[src/pfc_pkg.sv]
package pfc_pkg;

  localparam int unsigned DATA_W    = 32;
  localparam int unsigned OFF_W     = 12;
  localparam int unsigned STRAP_W   = 5;
  localparam int unsigned PAUSE_HI_W = 16;

  localparam logic [OFF_W-1:0] FC1_OFF      = 12'h1a0;
  localparam logic [OFF_W-1:0] PAUSE_HI_OFF = 12'h1b0;
  localparam logic [OFF_W-1:0] PAUSE_LO_OFF = 12'h1b4;

  localparam int unsigned BP_BIT  = 6;
  localparam int unsigned DUP_BIT = 5;
  localparam int unsigned CRX_BIT = 4;
  localparam int unsigned CTX_BIT = 3;
  localparam int unsigned RXE_BIT = 2;
  localparam int unsigned TXE_BIT = 1;
  localparam int unsigned MAN_BIT = 0;
  localparam int unsigned RSV_LO  = 7;

  localparam logic [PAUSE_HI_W-1:0] PAUSE_HI_RST = 16'h0000;
  localparam logic [DATA_W-1:0]     PAUSE_LO_RST = 32'h0000_0000;
  localparam logic [DATA_W-1:0]     RDATA_RST    = 32'h0000_0000;

  localparam logic [2:0] HSIZE_WORD = 3'h2;
  localparam logic       HRESP_OKAY = 1'h0;

  typedef struct packed {
    logic backpressure;
    logic fd_pause;
    logic manual;
    logic half_duplex;
    logic autoneg;
  } pfc_strap_s;

  typedef struct packed {
    logic backpressure;
    logic rx_en;
    logic tx_en;
    logic manual;
  } pfc_cfg_s;

  typedef struct packed {
    logic half_duplex;
    logic rx_act;
    logic tx_act;
  } pfc_status_s;

  typedef enum logic [1:0] {
    INIT_SYNC0,
    INIT_SYNC1,
    INIT_LOAD,
    INIT_RUN
  } pfc_init_e;

endpackage

[src/pfc_resolve.sv]
module pfc_resolve (
  input  wire pfc_pkg::pfc_cfg_s cfg,
  input  wire logic              half_duplex,
  input  wire logic              an_enable,
  input  wire logic              neg_rx,
  input  wire logic              neg_tx,
  output logic                   rx_act,
  output logic                   tx_act
);
  import pfc_pkg::*;

  logic use_manual;

  // Manual enables apply when manual select is set or negotiation is off.
  assign use_manual = cfg.manual || !an_enable;

  // Pause flow control exists only in full duplex.
  assign rx_act = !half_duplex && (use_manual ? cfg.rx_en : neg_rx);
  assign tx_act = !half_duplex && (use_manual ? cfg.tx_en : neg_tx);

endmodule // pfc_resolve

[src/pfc_top.sv]
// Notes on behaviour
// - Bit 6 is read/write and turns half-duplex backpressure on port 1 on.
// - Read-only bit 5 shows the duplex in use, 0 full and 1 half.
// - Read-only bit 4 shows whether receive pause is active on port 1.
// - Read-only bit 3 shows whether transmit pause is active on port 1.
// - The status bits follow the settings in effect, manual or negotiated.
// - Bit 2 enables pause detection when manual or negotiation is off.
// - Bit 1 enables pause generation when manual or negotiation is off.
// - With manual clear and negotiation on, the negotiated result rules.
// - With manual set, bits 2 and 1 rule flow control in full duplex.
// - Writable bits load from straps at reset and on each loader rewrite.
// - Status bits at reset come from several straps combined.
// - Writes here never alter the transceiver advertisement values.
// - Pause frame source address comes from two dedicated registers.
//
// Implementation choice: register access over AHB-Lite.
module pfc_top (
  input  wire logic                hclk,
  input  wire logic                hresetn,
  input  wire logic                hsel,
  input  wire logic [31:0]         haddr,
  input  wire logic [1:0]          htrans,
  input  wire logic                hwrite,
  input  wire logic [2:0]          hsize,
  input  wire logic [31:0]         hwdata,
  input  wire logic                hready,
  output logic      [31:0]         hrdata,
  output logic                     hreadyout,
  output logic                     hresp,
  input  wire pfc_pkg::pfc_strap_s strap_pins,
  input  wire logic                eeprom_load,
  input  wire pfc_pkg::pfc_strap_s eeprom_straps,
  input  wire logic                phy_link_up,
  input  wire logic                phy_half_duplex,
  input  wire logic                phy_an_enable,
  input  wire logic                phy_an_rx_pause,
  input  wire logic                phy_an_tx_pause,
  output logic                     p1_backpressure_enable,
  output logic                     p1_rx_pause_active,
  output logic                     p1_tx_pause_active,
  output logic                     p1_half_duplex,
  output logic      [47:0]         pause_src_addr
);
  import pfc_pkg::*;

  logic [STRAP_W-1:0]    sync1_q;
  logic [STRAP_W-1:0]    sync2_q;
  pfc_init_e             init_q;
  pfc_strap_s            strap_q;
  pfc_strap_s            load_src;
  logic                  load_cfg;
  pfc_cfg_s              cfg_q;
  pfc_status_s           status_q;
  logic                  eff_half;
  logic                  eff_an;
  logic                  rx_act;
  logic                  tx_act;
  logic                  addr_ph;
  logic                  wr_pend_q;
  logic                  rd_pend_q;
  logic [OFF_W-1:0]      addr_q;
  logic                  wr_fc;
  logic [PAUSE_HI_W-1:0] pause_hi_q;
  logic [DATA_W-1:0]     pause_lo_q;
  logic [DATA_W-1:0]     rd_mux;
  logic [DATA_W-1:0]     hrdata_q;
  logic                  hreadyout_q;
  logic                  hresp_q;

  // Strap pins pass two flip-flops before anything reads them.
  for (genvar i = 0; i < STRAP_W; i++) begin : g_sync
    always_ff @(posedge hclk or negedge hresetn) begin
      if (!hresetn) begin
        sync1_q[i] <= 1'b0;
        sync2_q[i] <= 1'b0;
      end else begin
        sync1_q[i] <= strap_pins[i];
        sync2_q[i] <= sync1_q[i];
      end
    end
  end

  // Sequencer that lets the synchroniser fill before straps are taken.
  always_ff @(posedge hclk or negedge hresetn) begin
    if (!hresetn) begin
      init_q <= INIT_SYNC0;
    end else begin
      case (init_q)
        INIT_SYNC0: init_q <= INIT_SYNC1;
        INIT_SYNC1: init_q <= INIT_LOAD;
        INIT_LOAD:  init_q <= INIT_RUN;
        INIT_RUN:   init_q <= INIT_RUN;
        default:    init_q <= INIT_RUN;
      endcase
    end
  end

  // Strap values come from the pins once, then from the loader.
  always_comb begin
    load_cfg = (init_q == INIT_LOAD) || eeprom_load;
    load_src = (init_q == INIT_LOAD) ? pfc_strap_s'(sync2_q) : eeprom_straps;
  end

  always_ff @(posedge hclk or negedge hresetn) begin
    if (!hresetn) begin
      strap_q <= '0;
    end else if (load_cfg) begin
      strap_q <= load_src;
    end
  end

  // Bus decode; only whole-word writes are accepted.
  assign addr_ph = hsel && htrans[1] && hready;
  assign wr_fc   = wr_pend_q && (addr_q == FC1_OFF);

  always_ff @(posedge hclk or negedge hresetn) begin
    if (!hresetn) begin
      wr_pend_q <= 1'b0;
      rd_pend_q <= 1'b0;
      addr_q    <= '0;
    end else begin
      wr_pend_q <= addr_ph && hwrite && (hsize == HSIZE_WORD);
      rd_pend_q <= addr_ph && !hwrite;
      if (addr_ph) begin
        addr_q <= haddr[OFF_W-1:0];
      end
    end
  end

  // Writable configuration; a loader rewrite beats a bus write.
  always_ff @(posedge hclk or negedge hresetn) begin
    if (!hresetn) begin
      cfg_q <= '0;
    end else if (load_cfg) begin
      cfg_q.backpressure <= load_src.backpressure;
      cfg_q.rx_en        <= load_src.fd_pause;
      cfg_q.tx_en        <= load_src.fd_pause;
      cfg_q.manual       <= load_src.manual;
    end else if (wr_fc) begin
      // Only the four writable bits are taken; nothing leaves the block
      // toward the transceiver advertisement.
      cfg_q.backpressure <= hwdata[BP_BIT];
      cfg_q.rx_en        <= hwdata[RXE_BIT];
      cfg_q.tx_en        <= hwdata[TXE_BIT];
      cfg_q.manual       <= hwdata[MAN_BIT];
    end
  end

  // Live link state wins once the link is up; straps stand in before.
  always_comb begin
    eff_half = phy_link_up ? phy_half_duplex : strap_q.half_duplex;
    eff_an   = phy_link_up ? phy_an_enable : strap_q.autoneg;
  end

  pfc_resolve u_resolve (
    .cfg         (cfg_q),
    .half_duplex (eff_half),
    .an_enable   (eff_an),
    .neg_rx      (phy_an_rx_pause),
    .neg_tx      (phy_an_tx_pause),
    .rx_act      (rx_act),
    .tx_act      (tx_act)
  );

  // Status is recomputed every cycle from the settings in effect.
  always_ff @(posedge hclk or negedge hresetn) begin
    if (!hresetn) begin
      status_q <= '0;
    end else begin
      status_q.half_duplex <= eff_half;
      status_q.rx_act      <= rx_act;
      status_q.tx_act      <= tx_act;
    end
  end

  // Pause frame source address registers.
  always_ff @(posedge hclk or negedge hresetn) begin
    if (!hresetn) begin
      pause_hi_q <= PAUSE_HI_RST;
      pause_lo_q <= PAUSE_LO_RST;
    end else if (wr_pend_q) begin
      if (addr_q == PAUSE_HI_OFF) begin
        pause_hi_q <= hwdata[PAUSE_HI_W-1:0];
      end
      if (addr_q == PAUSE_LO_OFF) begin
        pause_lo_q <= hwdata;
      end
    end
  end

  // Read mux; reserved bits and unmapped words read as zero.
  always_comb begin
    rd_mux = '0;
    case (addr_q)
      FC1_OFF: begin
        rd_mux[BP_BIT]  = cfg_q.backpressure;
        rd_mux[DUP_BIT] = status_q.half_duplex;
        rd_mux[CRX_BIT] = status_q.rx_act;
        rd_mux[CTX_BIT] = status_q.tx_act;
        rd_mux[RXE_BIT] = cfg_q.rx_en;
        rd_mux[TXE_BIT] = cfg_q.tx_en;
        rd_mux[MAN_BIT] = cfg_q.manual;
      end
      PAUSE_HI_OFF: rd_mux[PAUSE_HI_W-1:0] = pause_hi_q;
      PAUSE_LO_OFF: rd_mux = pause_lo_q;
      default:      rd_mux = '0;
    endcase
  end

  // Reads take one wait state so the data leave a flip-flop.
  always_ff @(posedge hclk or negedge hresetn) begin
    if (!hresetn) begin
      hreadyout_q <= 1'b1;
      hrdata_q    <= RDATA_RST;
      hresp_q     <= HRESP_OKAY;
    end else begin
      hresp_q <= HRESP_OKAY;
      if (addr_ph && !hwrite) begin
        hreadyout_q <= 1'b0;
      end else if (rd_pend_q) begin
        hreadyout_q <= 1'b1;
      end
      if (rd_pend_q) begin
        hrdata_q <= rd_mux;
      end
    end
  end

  assign hrdata                 = hrdata_q;
  assign hreadyout              = hreadyout_q;
  assign hresp                  = hresp_q;
  assign p1_backpressure_enable = cfg_q.backpressure;
  assign p1_half_duplex         = status_q.half_duplex;
  assign p1_rx_pause_active     = status_q.rx_act;
  assign p1_tx_pause_active     = status_q.tx_act;
  assign pause_src_addr         = {pause_hi_q, pause_lo_q};

  property p_bp_write;
    @(posedge hclk) disable iff (!hresetn)
      wr_fc && !load_cfg |=> cfg_q.backpressure == $past(hwdata[BP_BIT]);
  endproperty
  a_bp_write: assert property (p_bp_write)
    else $error("Backpressure bit did not take the written value.");

  property p_dup_status;
    @(posedge hclk) disable iff (!hresetn)
      init_q == INIT_RUN |=> p1_half_duplex == $past(eff_half);
  endproperty
  a_dup_status: assert property (p_dup_status)
    else $error("Duplex status does not follow the duplex in use.");

  property p_half_no_pause;
    @(posedge hclk) disable iff (!hresetn)
      eff_half |=> !p1_rx_pause_active && !p1_tx_pause_active;
  endproperty
  a_half_no_pause: assert property (p_half_no_pause)
    else $error("Pause active while in half duplex.");

  property p_manual_tx;
    @(posedge hclk) disable iff (!hresetn)
      cfg_q.manual && !eff_half |=> p1_tx_pause_active == $past(cfg_q.tx_en);
  endproperty
  a_manual_tx: assert property (p_manual_tx)
    else $error("Manual transmit pause not applied.");

  property p_auto_rx;
    @(posedge hclk) disable iff (!hresetn)
      !cfg_q.manual && eff_an && !eff_half
      |=> p1_rx_pause_active == $past(phy_an_rx_pause);
  endproperty
  a_auto_rx: assert property (p_auto_rx)
    else $error("Negotiated receive pause not applied.");

  property p_an_off_rx;
    @(posedge hclk) disable iff (!hresetn)
      !eff_an && !eff_half |=> p1_rx_pause_active == $past(cfg_q.rx_en);
  endproperty
  a_an_off_rx: assert property (p_an_off_rx)
    else $error("Receive enable ignored with negotiation off.");

  property p_eeprom;
    @(posedge hclk) disable iff (!hresetn)
      eeprom_load && init_q == INIT_RUN
      |=> cfg_q.rx_en == $past(eeprom_straps.fd_pause)
          && cfg_q.manual == $past(eeprom_straps.manual)
          && cfg_q.backpressure == $past(eeprom_straps.backpressure);
  endproperty
  a_eeprom: assert property (p_eeprom)
    else $error("Loader rewrite did not update the register.");

  property p_reset_status;
    @(posedge hclk) disable iff (!hresetn)
      init_q == INIT_LOAD ##1 (!phy_link_up && !eeprom_load)
      |=> p1_half_duplex == $past(strap_q.half_duplex);
  endproperty
  a_reset_status: assert property (p_reset_status)
    else $error("Duplex status after reset not taken from straps.");

  property p_reserved;
    @(posedge hclk) disable iff (!hresetn)
      $rose(hreadyout_q) && addr_q == FC1_OFF
      |-> hrdata_q[DATA_W-1:RSV_LO] == '0
          && hrdata_q[DUP_BIT] == $past(status_q.half_duplex);
  endproperty
  a_reserved: assert property (p_reserved)
    else $error("Reserved bits or duplex read back wrong.");

  property p_ro_write;
    @(posedge hclk) disable iff (!hresetn)
      wr_fc |=> p1_half_duplex == $past(eff_half)
                && p1_tx_pause_active == $past(tx_act);
  endproperty
  a_ro_write: assert property (p_ro_write)
    else $error("A write reached a read-only status bit.");

  property p_pause_lo;
    @(posedge hclk) disable iff (!hresetn)
      wr_pend_q && addr_q == PAUSE_LO_OFF
      |=> pause_src_addr[DATA_W-1:0] == $past(hwdata);
  endproperty
  a_pause_lo: assert property (p_pause_lo)
    else $error("Pause source address low word not written.");

  property p_read_wait;
    @(posedge hclk) disable iff (!hresetn)
      $fell(hreadyout_q) |=> hreadyout_q;
  endproperty
  a_read_wait: assert property (p_read_wait)
    else $error("Read wait state lasted more than one cycle.");

  property p_an_off_tx;
    @(posedge hclk) disable iff (!hresetn)
      !eff_an && !eff_half |=> p1_tx_pause_active == $past(cfg_q.tx_en);
  endproperty
  a_an_off_tx: assert property (p_an_off_tx)
    else $error("Transmit enable ignored with negotiation off.");

  property p_auto_tx;
    @(posedge hclk) disable iff (!hresetn)
      !cfg_q.manual && eff_an && !eff_half
      |=> p1_tx_pause_active == $past(phy_an_tx_pause);
  endproperty
  a_auto_tx: assert property (p_auto_tx)
    else $error("Negotiated transmit pause not shown.");

  property p_tx_read;
    @(posedge hclk) disable iff (!hresetn)
      $rose(hreadyout_q) && addr_q == FC1_OFF
      |-> hrdata_q[CTX_BIT] == $past(status_q.tx_act)
          && hrdata_q[CRX_BIT] == $past(status_q.rx_act);
  endproperty
  a_tx_read: assert property (p_tx_read)
    else $error("Pause status bits read back wrong.");

endmodule // pfc_top

[config.mk]
export PLATFORM = sky130hd
export DESIGN_NAME = pfc_top
export DESIGN_NICKNAME = d
export VERILOG_FILES = /design/src/pfc_pkg.sv /design/src/pfc_resolve.sv /design/src/pfc_top.sv
export SDC_FILE = /design/constraint.sdc
export NUM_CORES = 1
export LEC_CHECK = 0
export BUFFER_PORTS_ARGS = -buffer_cell sky130_fd_sc_hd__clkbuf_2
export CORE_ASPECT_RATIO = 1.5
export CORE_MARGIN = 2
export CORE_UTILIZATION = 49
export DETAILED_ROUTE_END_ITERATION = 10
export PLACE_DENSITY_LB_ADDON = 0.08
export SLEW_MARGIN = 5
export SYNTH_ARGS = -nofsm -noshare
export SYNTH_HDL_FRONTEND = slang
export SYNTH_HIERARCHICAL = 1
export SYNTH_SLANG_ARGS = --single-unit
[constraint.sdc]
create_clock -name hclk -period 2.41 [get_ports hclk]
set_input_delay 0.241 -clock hclk [delete_from_list [all_inputs] [get_ports hclk]]
set_output_delay 0.241 -clock hclk [all_outputs]
set_load 0.01 [all_outputs]
# Yosys cells after proc, flatten, opt, wreduce, memory -nomap -nowiden
# Index checks and enable logic that the tools add are counted.
# word_totals
latchBits	0
in_bits	90
n_memories	0
out_inout_bits	86
word_cells	66
ram_bits	0
romBits	0
ff_bits	116
# op_classes
add_sub_neg	0
n_eq_ne	7
mux	13
reduce_logical	19
n_bitwise	0
order_cmp	0
div	0
n_mul	0
n_shift	0
# op_table
op	count
12-bit by 9-bit equality test with 1-bit output (second input constant)	3
7-bit case mux with 3 select lines	1
9-bit case mux with 2 select lines	1
16-bit two-way mux	1
1-bit logical AND	8
4-bit two-way mux	2
1-bit two-way mux	6
2-bit case mux with 3 select lines	1
5-bit two-way mux	1
2-bit equality test (second input constant)	2
2-bit AND reduction	2
2-bit nonzero test	2
3-bit by 2-bit equality test with 1-bit output (second input constant)	1
1-bit zero test	3
2-bit by 1-bit equality test with 1-bit output (second input constant)	1
2-bit zero test	1
1-bit logical OR	2
2-bit OR reduction	1

# Longest topological paths before layout
# logic_depth
word_depth	5
depth_mapped	7
ltp_nobuf	4

# Cells and area by module
# The synthesis kept the hierarchy.
# by_module_without_submodules
mod	cells_per_inst	area_per_inst_um2	seq_area_each_um2	n_inst
pfc_top	300	4712.0	2904.0	1
pfc_resolve	7	62.6	0.0	1

# Worst setup path before layout
# OpenSTA, ideal clock, no wires.
# synth_timing
path_kind	register to register
startpoint	register addr_q[3]
endpoint	register pause_lo_q[0]
path_buffers	3
t_required_ns	2.285
path_stages_with_launch	8
setup_time_ns	0.125
arrival_ns	1.707
path_slack_ns	0.578
period_less_slack_ns	1.832
cell_sequence	dfrtp_1 nor4b_2 and3_1 buf_4 and4_4 buf_8 buf_12 mux2_4
# synth_between
elab_chain_len	2
# synth_lines
element	line_no	rtl
from (decl)	pfc_top.sv:61	logic [OFF_W-1:0] addr_q;
from (signal assigned)	pfc_top.sv:125	addr_q <= haddr[OFF_W-1:0];
12-bit by 9-bit equality test with 1-bit output	pfc_top.sv:185	if (addr_q == PAUSE_LO_OFF) begin
2-bit AND reduction (no line)	-	
to (signal assigned)	pfc_top.sv:186	pause_lo_q <= hwdata;
to (decl)	pfc_top.sv:64	logic [DATA_W-1:0] pause_lo_q;
# No other way between the ends.
# A chain may end at the register's enable or synchronous reset.

# Worst setup path in the final report
# layout_timing
startpoint	register addr_q[3]
endpoint	register pause_lo_q[18]
# Same word-level chain as after synthesis.

==> reports/metrics.cfg <==
[logic_synthesis]
synth.area.top_cells = dfrtp_1, mux2_4, mux2_2
synth_top_cell_by_area = dfrtp_1
synthSimpleGateAreaFrac = 0.0521
postSynthCellCount = 307
synth.distinct_cells = 39
synthAdderAreaFrac = 0
synth_top_area_share = 0.603
synthArstFlopShare = 1.00
ys.flop_type = dfrtp_1
syn_nets = 397
synthMuxAreaShare = 0.226
ys_seq_elements = 116
seq_area_frac_synth = 0.608
synth_edf_count = 0
synth_top_family_by_area = multiplexers
synth_xor_area_frac = 0
ys.warnings.count = 6
synth_compound_area_frac = 0.0752
syn-cell-area_sq_um = 4770
syn_avg_cell_area_sq_um = 15.6

[setup_path]
worstPathRequired_ps = 2690
cp.arrival_ps = 2390
cp_max_fo = 12
startpoint_type = flip-flop
r2r-end = pause_lo_q[18]
rr_worst_depth = 5
r2r_setup_slack_ps = 300
crit_path_end_kind = flip-flop
reg2reg_from = addr_q[3]
worstSetupPathType = reg2reg

[drt]
wirelength_um = 10500
vias = 3173
drc = 0
routedWlPerCell_um = 17.3
avgViaCountPerCell = 5.24
ant_nets = 0
drtPass1Iterations = 4
drtIter0Drc = 109

[clocking]
cts_sinks = 116
cts_resized = 0
cts_inserted_buffers = 17
path_clk_slew_ps = 50
ctsHoldBuffers = 6
post_cts_buffers = 0
cts-htree-levels = 4
clkLatencyLatePin_ps = 400
clock-root-buffer = clkbuf_16
cts_tree = yes
clockBufferDepth = 2

[power_and_ir_drop]
peakVddDrop_mv = 0.541
p_seq_frac = 0.421
p_leak_nw = 3.29
power_frac_clock = 0.521
switching_share = 0.205
p_per_area_nw_per_um2 = 781
p_int_mw = 3.93
switching_power_mw = 1.01
pwr-share-comb = 0.059

[global_route]
grt_max_degree = 45
grt_usage = 0.210
first_global_vias = 3435
grt_overflow = 0
grt_antenna_before_repair = 0
grt_pass1_wl_um = 17300

[timing]
fmax_ghz = 0.474
tightestPinTransition_ps = 764
rsz0062_at_grt = no
period_needed_ps = 2110
layout_setup_ws_ps = 298
slew_headroom = 0.490
fin_tns_setup_ps = 0
slew_viol_final = 0
finalSetupViolations = 0
finalCritPeriodShare = 0.876
finalHoldViolCount = 0
finalClockSkew_ps = 5.41

[placed_design]
dp_slack_ps = 295
place.gp.congestion = 0.746
place_hpwl_um = 7400
portBuffers = 153

[finish]
fin_nets = 568
fill_cells = 763
antenna_cells = 0
final_cell_mix = clkbuf_2, dfrtp_1, mux2_4, mux2i_1, mux2_2
final_common_cell = clkbuf_2
synthToLayoutAreaGrowth_pct = 32.6
layout-drive-gt1-share = 0.542

[die]
die_w_um = 84.6
start_util = 0.498
rows = 44
coreArea_sq_um = 9580
io_pins = 176
die_y_um = 125
die_area_sq_um = 10600

[worst_hold_path]
min_from = hwrite
hold_depth = 2
hp-class = in2reg
whs_endpoint = rd_pend_q

[flow_run]
maxCapViolCount = 0

[outcome]
status = completed

-- area by class of cell --
| type | instances | area (sq um) | share of cell area |
|---|---|---|---|
| Sequential cell | 116 | 2900 | 0.459 |
| Inverter | 4 | 15.0 | 0.00237 |
| Tap cell | 115 | 144 | 0.0227 |
| Clock buffer | 23 | 498 | 0.0787 |
| Multi-Input combinational cell | 168 | 1690 | 0.267 |
| Timing Repair Buffer | 171 | 956 | 0.151 |
| Clock inverter | 9 | 124 | 0.0196 |
-- worst max-delay path, cell delays in order, from the launching register on --
cell and delay [ps]:
dfrtp_1 380, nor4b_2 320, and3_1 370, and4_4 290
buf_4 260, mux2_2 360
-- state kept, by name, indices dropped and copies added (netlist names), 2 cells and up --
register / cells
pause_lo_q: 32
addr_q: 12
sync1_q: 5
pause_hi_q: 16
strap_q: 2
cfg_q: 3
sync2_q: 5
hrdata: 32
init_q: 2
-- kinds of logic (layout without fill, tap and decap cells) --
kind of cell / after synthesis / count (layout)
other cells: 1 / 1
compound gates: 43 / 43
mux: 85 / 85
buf+inv: 23 / 207
flops: 116 / 116
simple gates: 39 / 39
-- routing by layer --
metal	vias up	part of all wire	GRT usage
met1	1597	0.40	0.256
met4	0	0.0062	0.0719
met3	4	0.052	0.0543
li1	1460	-	-
met5	-	0	0
met2	112	0.54	0.359
-- cells in the mapped netlist (all sizes together), types with 3 or more instances --
| cell | n |
|---|---|
| dfrtp | 115 |
| mux2 | 62 |
| mux2i | 23 |
| a22o | 16 |
| buf | 12 |
| nor2 | 12 |
| o2bb2ai | 9 |
| clkbuf | 7 |
| o21ai | 7 |
| a221o | 6 |
| nand3 | 5 |
| inv | 4 |
| nand2b | 3 |
| nand4bb | 3 |
| nor2b | 3 |
| nor3b | 3 |
-- how the worst max path moves through the flow --
stage	startpoint	depth (start not counted)	slack, ps	endpoint
finish	addr_q[3]	5	300	pause_lo_q[18]
CTS	addr_q[3]	5	270	pause_lo_q[19]
global placement	addr_q[3]	5	320	pause_lo_q[18]
global route	addr_q[3]	5	170	pause_lo_q[19]
detailed placement	addr_q[3]	5	300	pause_lo_q[19]
floorplan	addr_q[3]	7	580	pause_lo_q[0]
-- power groups by stage --
stage | registers (mW) | logic (mW) | clock network, mW
floorplan | 2.09 | 0.154 | 0
global placement | 2.11 | 0.283 | 0
detailed placement | 2.11 | 0.288 | 0
CTS | 2.08 | 0.298 | 2.62
global route | 2.09 | 0.323 | 2.73
finish | 2.08 | 0.291 | 2.57
-- per-stage QoR --
stage | power (mW) | util | std cells | hold WS, ps | instance area (sq um)
CTS | 5.00 | 0.661 | 606 | 12.5 | 6330
detailed placement | 2.40 | 0.590 | 568 | 276 | 5650
global route | 5.14 | 0.661 | 606 | 25.6 | 6330
finish | 4.94 | 0.661 | 606 | 28.4 | 6330
global placement | 2.39 | 0.590 | 568 | 273 | 5650
floorplan | 2.24 | - | 307 | -54.6 | 4770
Note: power is estimated with default switching activity, not from simulation.
